--- src/shared/serial_port_expander_io_consts.svh ---
// Constants for the serial port expander: fields, codes and reset values.
`ifndef SERIAL_PORT_EXPANDER_IO_CONSTS_SVH
`define SERIAL_PORT_EXPANDER_IO_CONSTS_SVH

// Reset values of the data register and the data direction register.
`define SPX_DATA_RESET       8'h00
`define SPX_DIR_RESET        8'h00

// Compare mode codes.
`define SPX_CMP_ANY_MISMATCH 2'h0
`define SPX_CMP_ALL_MATCH    2'h1
`define SPX_CMP_ALL_MISMATCH 2'h2
`define SPX_CMP_ANY_MATCH    2'h3

// Write data format codes; an upper bit of zero means plain data.
`define SPX_FMT_CLEAR        2'h2
`define SPX_FMT_SET          2'h3

// Bit counter positions inside one byte.
`define SPX_LAST_BIT         3'h7
`define SPX_ID_LAST_BIT      3'h1
`define SPX_ID_BITS_DONE     3'h2

// Width of the synchronised pin bundle: clock, enable, data, identify, port.
`define SPX_SYNC_WIDTH       13

// Default depth of the write byte queue.
`define SPX_QUEUE_DEPTH      4

`endif

--- src/shared/serial_port_expander_io_pkg.sv ---
// Types shared by the serial port expander design files.
`default_nettype none
package serial_port_expander_io_pkg;

	// Control byte as it arrives, most significant field first.
	typedef struct packed {
		logic       identify_bit_high;
		logic       identify_bit_low;
		logic       register_select_bit;
		logic       writeDir;
		logic [1:0] format;
		logic [1:0] compareSel;
	} control_t;

	// One queued write: target register, format and the received byte.
	typedef struct packed {
		logic       register_select_bit;
		logic [1:0] format;
		logic [7:0] data;
	} wr_word_t;

	// Transfer phases of the serial engine.
	typedef enum logic [2:0] {
		ST_IDLE   = 3'b000,
		ST_CTRL   = 3'b001,
		ST_READ   = 3'b010,
		ST_WRITE  = 3'b011,
		ST_QUIET  = 3'b100,
		ST_IGNORE = 3'b101
	} phase_t;

endpackage
`default_nettype wire

--- src/design/byte_fifo.sv ---
// Small synchronous FIFO with valid and ready on both sides.
`timescale 1ns/1ps
`default_nettype none
module byte_fifo #(
	parameter int WIDTH = 8,
	parameter int DEPTH = 4
) (
	// Clock and reset
	input  wire logic             mclk,
	input  wire logic             rst,
	// Filling side
	input  wire logic             inValid,
	output logic                  inReady,
	input  wire logic [WIDTH-1:0] inData,
	// Draining side
	output logic                  outValid,
	input  wire logic             outReady,
	output logic      [WIDTH-1:0] outData
);

	localparam int PW = (DEPTH > 1) ? $clog2(DEPTH) : 1;
	// The count is one bit wider than a pointer so that full can be told
	// apart from empty.
	localparam logic [PW:0] FULL_COUNT = (PW+1)'(DEPTH);

	logic [WIDTH-1:0] mem_ff [DEPTH];
	logic [PW-1:0]    wrPtr_ff;
	logic [PW-1:0]    rdPtr_ff;
	logic [PW:0]      count_ff;
	wire              doPush = inValid & inReady;
	wire              doPop  = outValid & outReady;
	wire [PW-1:0]     wrNext = (wrPtr_ff == PW'(DEPTH - 1)) ? '0 : wrPtr_ff + 1'b1;
	wire [PW-1:0]     rdNext = (rdPtr_ff == PW'(DEPTH - 1)) ? '0 : rdPtr_ff + 1'b1;

	// Full and empty come from the true occupancy count.
	assign inReady  = (count_ff != FULL_COUNT);
	assign outValid = (count_ff != '0);
	assign outData  = mem_ff[rdPtr_ff];

	// Storage is written only on an accepted push.
	always_ff @(posedge mclk) begin
		if (doPush) begin
			mem_ff[wrPtr_ff] <= inData;
		end
	end

	// Pointers and count; a push and a pop together keep the count.
	always_ff @(posedge mclk) begin
		if (rst) begin
			wrPtr_ff <= '0;
			rdPtr_ff <= '0;
			count_ff <= '0;
		end else begin
			if (doPush) wrPtr_ff <= wrNext;
			if (doPop) rdPtr_ff <= rdNext;
			if (doPush && !doPop) count_ff <= count_ff + 1'b1;
			else if (doPop && !doPush) count_ff <= count_ff - 1'b1;
		end
	end

endmodule // byte_fifo
`default_nettype wire

--- src/design/serial_port_expander_io.sv ---
// Serially addressed 8-bit I/O port with compare flag and bit masks.
// Contract
// First byte after enable falls is control; later bytes are data or masks.
// Register select bit 0 targets data register, 1 targets direction register.
// Direction bit 0 means device sends; 1 means device receives.
// Format bits matter only for writes; reads ignore them.
// Format upper bit 0: received byte is written unchanged.
// Format 10: ones in the byte clear register bits.
// Format 11: ones in the byte set register bits.
// Compare select bits choose one of four compare conditions.
// Serial bits move most significant bit first both ways.
// One serial clock pulse per bit, transfers in whole bytes.
// Serial clock idle level at enable fall fixes edge polarity.
// Read sends compare information during control byte, then register bytes.
// Read repeats the selected register while enable stays low.
// Write sends old register contents while the data byte arrives.
// After a full write byte output floats and register loads.
// Port outputs change when the eighth data bit arrives; here they change when the queued byte is applied.
// Top two control bits must match identify pins to take part.
// Direction 0 is input, 1 output; reads mix live inputs and latches.
// Compare codes: any mismatch, all match, all mismatch, any match.
// Compare flag latched on every falling edge of enable.
// Identify mismatch keeps output floating until enable rises.
`include "serial_port_expander_io_consts.svh"
`timescale 1ns/1ps
`default_nettype none
module serial_port_expander_io #(
	parameter int QUEUE_DEPTH = `SPX_QUEUE_DEPTH
) (
	// Clock and reset
	input  wire logic       mclk,
	input  wire logic       rst,
	// Serial link pins
	input  wire logic       serialClk,
	input  wire logic       chipEnableN,
	input  wire logic       serialIn,
	output logic            serialOut,
	output logic            serialOutOe,
	// Hardwired identify pins
	input  wire logic       identify_bit_high,
	input  wire logic       identify_bit_low,
	// Port pins, three signals each
	input  wire logic [7:0] port_pinsIn,
	output logic      [7:0] port_pinsOut,
	output logic      [7:0] port_pinsOe,
	// User control and status
	input  wire logic       applyHold,
	output logic            compareFlag,
	output logic            writeQueueFull,
	output logic            byteDropped
);

	localparam int WW = $bits(serial_port_expander_io_pkg::wr_word_t);

	// Synchronised pin levels. Every pin crosses two flip-flops first, so
	// the engine reacts about three clocks after a pin moves; the serial
	// clock must hold each level for at least that long.
	logic [`SPX_SYNC_WIDTH-1:0] syncBus;
	wire        sckS   = syncBus[12];
	wire        ceNS   = syncBus[11];
	wire        mosiS  = syncBus[10];
	wire [1:0]  idS    = syncBus[9:8];
	wire [7:0]  pinS   = syncBus[7:0];

	// Engine state.
	serial_port_expander_io_pkg::phase_t   state_ff;
	serial_port_expander_io_pkg::phase_t   nxt_state;
	serial_port_expander_io_pkg::control_t ctrl_ff;
	logic       sckPrev_ff;
	logic       cePrev_ff;
	logic       idleLvl_ff;
	logic [2:0] bitCnt_ff;
	logic [6:0] inShift_ff;
	logic [6:0] outShift_ff;
	logic [1:0] cmpMode_ff;
	logic [7:0] dataReg_ff;
	logic [7:0] dirReg_ff;

	// Queue signals.
	serial_port_expander_io_pkg::wr_word_t pushWord;
	serial_port_expander_io_pkg::wr_word_t popWord;
	logic qInReady;
	logic qOutValid;

	sync_two_ff #(
		.WIDTH (`SPX_SYNC_WIDTH)
	) u_sync (
		.mclk (mclk),
		.rst  (rst),
		.din  ({serialClk, chipEnableN, serialIn, identify_bit_high,
		        identify_bit_low, port_pinsIn}),
		.dout (syncBus)
	);

	// Enable and serial clock edges; polarity was fixed at enable fall.
	// Clock movement is ignored while deselected, so a polarity change
	// between frames is harmless.
	wire ceFall  = cePrev_ff & ~ceNS;
	wire sckMove = (sckS != sckPrev_ff) & ~ceNS;
	wire sckLead = sckMove & (sckPrev_ff == idleLvl_ff);
	wire sckTrail = sckMove & (sckS == idleLvl_ff);

	// Engine phase decode.
	wire inCtrl  = (state_ff == serial_port_expander_io_pkg::ST_CTRL);
	wire inRead  = (state_ff == serial_port_expander_io_pkg::ST_READ);
	wire inWrite = (state_ff == serial_port_expander_io_pkg::ST_WRITE);
	wire inQuiet = (state_ff == serial_port_expander_io_pkg::ST_QUIET);
	wire talking = inCtrl | inRead | inWrite;

	// Receive path: eight trailing edges make one byte, MSB first.
	wire       byteDone = sckTrail & (bitCnt_ff == `SPX_LAST_BIT);
	wire [7:0] rxByte   = {inShift_ff, mosiS};
	wire [1:0] rxId     = {inShift_ff[0], mosiS};
	wire       idCheck  = inCtrl & sckTrail & (bitCnt_ff == `SPX_ID_LAST_BIT);
	wire       idMiss   = idCheck & (rxId != idS);
	serial_port_expander_io_pkg::control_t rxCtrl;
	assign rxCtrl = rxByte;

	// Compare: output pins count as equal to their latches.
	// Masking the output bits keeps a loaded pin from faking a mismatch.
	wire [7:0] mism   = ~dirReg_ff & (pinS ^ dataReg_ff);
	wire       cmpNow = (cmpMode_ff == `SPX_CMP_ANY_MISMATCH) ? |mism :
	                    (cmpMode_ff == `SPX_CMP_ALL_MATCH)    ? ~|mism :
	                    (cmpMode_ff == `SPX_CMP_ALL_MISMATCH) ? &mism :
	                    ~&mism;

	// Read view: inputs show live pins, outputs show the latch.
	wire [7:0] dataView = (dirReg_ff & dataReg_ff) | (~dirReg_ff & pinS);
	wire [7:0] rawSel   = ctrl_ff.register_select_bit ? dirReg_ff
	                                                  : dataReg_ff;
	wire [7:0] viewSel  = ctrl_ff.register_select_bit ? dirReg_ff
	                                                  : dataView;

	// Byte loaded into the transmitter at each byte start.
	wire [7:0] cmpByte = {8{compareFlag}};
	wire [7:0] loadVal = inCtrl ? cmpByte :
	                     inRead ? viewSel : rawSel;
	wire       byteStart = sckLead & (bitCnt_ff == 3'h0);
	wire       nxtMiso   = byteStart ? loadVal[7] : outShift_ff[6];
	wire [6:0] nxtOutShift = byteStart ? loadVal[6:0]
	                                   : {outShift_ff[5:0], 1'b0};

	// Output enable: only after identify match, off after a write byte.
	wire idPassed = (bitCnt_ff >= `SPX_ID_BITS_DONE) & ~idMiss;
	wire nxt_oe   = ~ceNS & ((inCtrl & idPassed) | inRead
	                         | (inWrite & ~byteDone));

	// Queue push for every whole byte in a write; format kept for writes only.
	// A byte that meets a full queue is lost, and byteDropped tells software
	// to release applyHold sooner or to space its writes.
	wire pushReq  = byteDone & (inWrite | inQuiet);
	wire dropNow  = pushReq & ~qInReady;
	wire nxt_drop = (byteDropped & ~ceFall) | dropNow;
	assign pushWord = '{register_select_bit: ctrl_ff.register_select_bit,
	                    format: ctrl_ff.format, data: rxByte};

	// Apply path: the drain stalls while applyHold is high.
	// Holding the drain lets software gather several writes and release
	// them together; the queue depth bounds how many may wait.
	wire       doApply = qOutValid & ~applyHold;
	wire [7:0] target  = popWord.register_select_bit ? dirReg_ff
	                                                 : dataReg_ff;
	wire [7:0] applied =
		(popWord.format == `SPX_FMT_CLEAR) ? (target & ~popWord.data) :
		(popWord.format == `SPX_FMT_SET)   ? (target | popWord.data) :
		popWord.data;

	// Phase sequencing across one enable-low frame.
	// A raised enable always returns to idle, so a cut frame never leaves
	// the engine stuck in the middle of a byte.
	always_comb begin
		nxt_state = state_ff;
		if (ceNS) begin
			nxt_state = serial_port_expander_io_pkg::ST_IDLE;
		end else begin
			case (state_ff)
				serial_port_expander_io_pkg::ST_IDLE: begin
					if (ceFall) nxt_state = serial_port_expander_io_pkg::ST_CTRL;
				end
				serial_port_expander_io_pkg::ST_CTRL: begin
					if (idMiss) begin
						nxt_state = serial_port_expander_io_pkg::ST_IGNORE;
					end else if (byteDone) begin
						nxt_state = rxCtrl.writeDir
							? serial_port_expander_io_pkg::ST_WRITE
							: serial_port_expander_io_pkg::ST_READ;
					end
				end
				serial_port_expander_io_pkg::ST_WRITE: begin
					if (byteDone) nxt_state = serial_port_expander_io_pkg::ST_QUIET;
				end
				default: nxt_state = state_ff;
			endcase
		end
	end

	// Phase, edge history and enable-fall captures.
	always_ff @(posedge mclk) begin
		if (rst) begin
			state_ff    <= serial_port_expander_io_pkg::ST_IDLE;
			sckPrev_ff  <= 1'b0;
			// The cleared synchroniser reads the enable as low, so the history
			// starts low too; a high value here would fake an enable fall on
			// the first clock after reset. A frame open at release is skipped.
			cePrev_ff   <= 1'b0;
			idleLvl_ff  <= 1'b0;
			compareFlag <= 1'b0;
		end else begin
			state_ff   <= nxt_state;
			sckPrev_ff <= sckS;
			cePrev_ff  <= ceNS;
			if (ceFall) begin
				idleLvl_ff  <= sckS;
				compareFlag <= cmpNow;
			end
		end
	end

	// Bit counter and receive shifter; a new frame starts at bit zero.
	// A partial byte at enable rise is dropped because byteDone never fires.
	always_ff @(posedge mclk) begin
		if (rst) begin
			bitCnt_ff  <= 3'h0;
			inShift_ff <= 7'h00;
		end else if (ceFall) begin
			bitCnt_ff  <= 3'h0;
		end else if (sckTrail) begin
			bitCnt_ff  <= bitCnt_ff + 3'h1;
			inShift_ff <= rxByte[6:0];
		end
	end

	// Control byte and compare mode; a foreign control byte is never kept.
	always_ff @(posedge mclk) begin
		if (rst) begin
			ctrl_ff    <= '0;
			cmpMode_ff <= `SPX_CMP_ANY_MISMATCH;
		end else if (inCtrl && byteDone) begin
			ctrl_ff    <= rxCtrl;
			cmpMode_ff <= rxCtrl.compareSel;
		end
	end

	// Transmitter: the next bit appears on each leading edge.
	// Loading on the leading edge gives the master half a period of setup
	// before it samples on the trailing edge.
	always_ff @(posedge mclk) begin
		if (rst) begin
			serialOut   <= 1'b0;
			outShift_ff <= 7'h00;
		end else if (sckLead && talking) begin
			serialOut   <= nxtMiso;
			outShift_ff <= nxtOutShift;
		end
	end

	// Output enable and status flags; a drop in the fall cycle still sticks.
	// The full flag is one clock late, which is fine for software polling.
	always_ff @(posedge mclk) begin
		if (rst) begin
			serialOutOe    <= 1'b0;
			byteDropped    <= 1'b0;
			writeQueueFull <= 1'b0;
		end else begin
			serialOutOe    <= nxt_oe;
			byteDropped    <= nxt_drop;
			writeQueueFull <= ~qInReady;
		end
	end

	// Registers load from the queue; port pins follow the flip-flops.
	// The direction register resets to all inputs so that no pin fights an
	// outside driver before software has configured it.
	always_ff @(posedge mclk) begin
		if (rst) begin
			dataReg_ff <= `SPX_DATA_RESET;
			dirReg_ff  <= `SPX_DIR_RESET;
		end else if (doApply) begin
			if (popWord.register_select_bit) dirReg_ff <= applied;
			else dataReg_ff <= applied;
		end
	end

	// Direction 1 drives the pin from the data latch.
	assign port_pinsOut = dataReg_ff;
	assign port_pinsOe  = dirReg_ff;

	// The queue decouples byte arrival from register update.
	// Keeping the register update off the serial path lets the link run
	// without waiting for the apply logic.
	byte_fifo #(
		.WIDTH (WW),
		.DEPTH (QUEUE_DEPTH)
	) u_queue (
		.mclk     (mclk),
		.rst      (rst),
		.inValid  (pushReq),
		.inReady  (qInReady),
		.inData   (pushWord),
		.outValid (qOutValid),
		.outReady (~applyHold),
		.outData  (popWord)
	);

endmodule // serial_port_expander_io
`default_nettype wire

--- src/design/sync_two_ff.sv ---
// Two flip-flop synchroniser for a bundle of asynchronous pin levels.
`timescale 1ns/1ps
`default_nettype none
module sync_two_ff #(
	parameter int WIDTH = 1
) (
	// Clock and reset
	input  wire logic             mclk,
	input  wire logic             rst,
	// Levels in and out
	input  wire logic [WIDTH-1:0] din,
	output logic      [WIDTH-1:0] dout
);

	logic [WIDTH-1:0] meta_ff;

	// The first stage feeds only the second stage, never any logic.
	always_ff @(posedge mclk) begin
		if (rst) begin
			meta_ff <= '0;
			dout    <= '0;
		end else begin
			meta_ff <= din;
			dout    <= meta_ff;
		end
	end

endmodule // sync_two_ff
`default_nettype wire

--- config.mk ---
export PLATFORM = sky130hd
export DESIGN_NAME = serial_port_expander_io
export DESIGN_NICKNAME = d
export VERILOG_FILES = /design/src/shared/serial_port_expander_io_pkg.sv /design/src/design/byte_fifo.sv /design/src/design/serial_port_expander_io.sv /design/src/design/sync_two_ff.sv
export VERILOG_INCLUDE_DIRS = /design/src /design/src/shared
export SDC_FILE = /design/constraint.sdc
export NUM_CORES = 1
export LEC_CHECK = 0
export BUFFER_PORTS_ARGS = -buffer_cell sky130_fd_sc_hd__buf_2
export CORE_MARGIN = 2
export CORE_UTILIZATION = 30
export DETAILED_ROUTE_END_ITERATION = 8
export GPL_TIMING_DRIVEN = 1
export HOLD_SLACK_MARGIN = 0.02
export SLEW_MARGIN = 20
export SYNTH_ARGS = -nofsm -noshare
export SYNTH_HDL_FRONTEND = slang
export SYNTH_SLANG_ARGS = --single-unit
--- constraint.sdc ---
create_clock -name mclk -period 4.45 [get_ports mclk]
set_input_delay 0.2225 -clock mclk [delete_from_list [all_inputs] [get_ports mclk]]
set_output_delay 0.2225 -clock mclk [all_outputs]
set_load 0.1 [all_outputs]
==> metrics.csv <==
metric,value,unit
status,completed,
crit_chain,or3b_2 -> o21ai_0 -> and4_1 -> ha_1 -> inv_1 -> fa_1 -> xor2_1 -> or3_1 -> a21oi_1,
viasPerCell,4.93,
rsz0062_at_grt,false,
antenna_found_initial,1,
overflow,0,
synthDistinctLibCells,58,
period_needed,3.17,ns
dp_hpwl,8360,um
clock-sinks,128,
setup_viol,0,
worstRegToRegCells,9,
grt_max_degree,70,
ys_async_sr_fraction,0,
drive_gt1_frac,0.153,
syn_nets,518,
gp_congestion,0.778,
synth.area.top_cells,"dfxtp_1 30%, edfxtp_1 24%, mux2i_1 5.2%",
cp.arrival,3.51,ns
period_share,0.713,
io_pins,37,
grt_pass1_vias,3702,
seq_power_share,0.416,
drt_first_pass_iters,5,
internal_power,2.29,mW
critical-path-top-delay-family,simple AND/OR/NAND/NOR gates,
drv_cap,0,
numCtsBuffers,17,
start_util,0.308,
syn_area,5580,um2
use_met1,0.168,
syn_inst,490,
hold_ws,0.0290,ns
grt_pass1_wl,19900,um
routedWlPerCell,15.9,um
hp-start,port_pinsIn[3],
path_buf_inv,1,
p_sw_frac,0.302,
fin_util,0.363,
synth_edf_count,44,
antenna_cells,0,
path_class,reg -> reg,
h-tree-depth,4,
root_buffer,clkbuf_16,
power.static_leakage,2.36,nW
pwr-share-clk,0.402,
worstMarginPinSlew,0.881,ns
clkTransAtPathRegs,0.05,ns
area_delta_synth_final,17.7,%
core_region_area,18100,um2
clk_latency,0.41,ns
ir_drop,0.247,mV
crit_slowest_cell,dfxtp_1,
slew_viol_final,0,
die_h,140,um
cts.path.max_buffers,2,
die_x,140,um
drc,0,
cp.depth,9,
synth_warnings,0,
synth_common_cells,"84 x dfxtp_1, 48 x nor2_1, 44 x edfxtp_1",
drt_iter0_drc,371,
busiest_layer,met2,
max_freq,315,MHz
use_met3,0.0366,
grt_usage,0.130,
post-cts-setup-buffers,0,
synth_area_per_cell,11.4,um2
startpoint,state_ff[2],
use_met2,0.206,
vias,3808,
setup_tns,0,ns
p_per_area,501,nW/um2
routed_wirelength,12300,um
path_max_fanout,21,
antenna_left,0,
post_cts_resized,0,
report.final.hold_viol_count,0,
ys_seq_area_frac,0.538,
switchingPower,994,uW
die_area,19700,um2
synth-main-ff-cell,dfxtp_1,
r2r_start,state_ff[2],
yosysTopAreaCellShare,0.302,
cp-start-kind,flop,
final_nets,558,
hold_depth,2,
crit_path_end_kind,flop,
synth_area_leader_cell,dfxtp_1,
pwr-share-comb,0.181,
required,4.79,ns
row_count,49,
yosysMostFrequentCell,dfxtp_1,
cts_tree,done,
cpPeakStageDelay,0.79,ns
ys_ff_latch,128,
fin_skew,0.00595,ns
hold_path_class,in -> reg,
slew_headroom,0.412,
io_buffer_count,36,
-- final cells by class --
type	count	area, um2
fill	1719	11500
sequential	128	3000
multi-input combinational	327	2390
clock buffer	20	447
timing repair buffer	47	288
tap	229	287
clock inverter	12	119
inverter	9	33.8
-- path summary, 6_finish.rpt --
kind	end	slack [ns]
max reg2reg	u_queue.count_ff[2]	1.28
min	u_sync.meta_ff[3]	0.03
min reg2reg	u_sync.dout[1]	0.43
max	u_queue.count_ff[2]	1.28
-- per-layer routing --
layer | routed length (um) | part of all wire | up-vias
li1 | - | - | 1859
met1 | 5780 | 0.47 | 1830
met2 | 5700 | 0.46 | 102
met3 | 551 | 0.045 | 17
met4 | 245 | 0.020 | 0
met5 | 0 | 0 | -
-- metrics by stage --
stage	cells	instance area (um2)	setup WS [ns]	total power, mW
after floorplan	490	5580	2.00	1.86
after global placement	730	5900	1.46	1.96
after detailed placement	730	5900	1.35	1.98
after CTS	772	6570	1.31	3.31
after global routing	772	6570	1.05	3.42
final	772	6570	1.28	3.29
-- power groups by stage --
| stage | Combinational [mW] | Clock (mW) | Sequential, mW |
|---|---|---|---|
| after floorplan | 0.352 | 0 | 1.51 |
| after global placement | 0.570 | 0 | 1.39 |
| after detailed placement | 0.587 | 0 | 1.39 |
| after CTS | 0.596 | 1.34 | 1.37 |
| after global routing | 0.640 | 1.40 | 1.38 |
| final | 0.596 | 1.32 | 1.37 |
-- placed cells by master, fill, tap and decap left out, types with 8 or more instances in the layout --
| master | Yosys | routed |
|---|---|---|
| inv_1 | 9 | 9 |
| o2bb2ai_1 | 8 | 8 |
| mux2i_1 | 29 | 29 |
| o21ai_1 | 8 | 8 |
| xnor2_1 | 11 | 11 |
| ha_1 | 11 | 11 |
| nand2_1 | 24 | 24 |
| o21ai_0 | 13 | 13 |
| nor2_1 | 48 | 48 |
| a21oi_1 | 18 | 18 |
| dfxtp_1 | 84 | 84 |
| clkbuf_16 | 0 | 17 |
| edfxtp_1 | 44 | 44 |
| dlygate4sd3_1 | 0 | 10 |
| mux4_1 | 8 | 8 |
| buf_2 | 6 | 36 |
| nor3_1 | 23 | 23 |
| nor2b_1 | 37 | 37 |
| a21oi_2 | 10 | 10 |
-- logic make-up after synthesis --
group | Yosys count | share of synthesized area
AND/OR/NAND/NOR | 174 | 0.168
flip-flops | 128 | 0.538
AO/OA/AOI/OAI | 87 | 0.110
multiplexers | 41 | 0.103
buffers and inverters | 35 | 0.0330
XOR/XNOR | 13 | 0.0204
adder cells (fa/ha/maj) | 12 | 0.0283
-- repair_timing --
| item | 4_1_cts | 5_1_grt |
|---|---|---|
| hold buffers | 10 | 0 |
| endpoints found under the setup margin | 0 | 0 |
| endpoints found under the hold margin | 10 | 0 |
-- worst register-to-register path, cell delays in order, from the launching register on --
cell	delay [ns]
dfxtp_1	0.79
or3b_2	0.49
o21ai_0	0.12
and4_1	0.38
ha_1	0.25
inv_1	0.07
fa_1	0.37
xor2_1	0.18
or3_1	0.31
a21oi_1	0.14
-- registers in the layout, indices dropped and copies added (netlist names), named ones only --
name / flops
cmpMode_ff: 2
sckPrev_ff: 1
bitCnt_ff: 3
u_queue.wrPtr_ff: 2
outShift_ff: 7
state_ff: 3
u_queue.count_ff: 3
serialOut: 1
compareFlag: 1
serialOutOe: 1
writeQueueFull: 1
u_sync.meta_ff: 13
ctrl_ff: 3
port_pinsOe: 8
u_sync.dout: 13
u_queue.mem_ff: 44
cePrev_ff: 1
byteDropped: 1
port_pinsOut: 8
idleLvl_ff: 1
u_queue.rdPtr_ff: 2
inShift_ff: 7
Power figures use the tool's default switching activity.
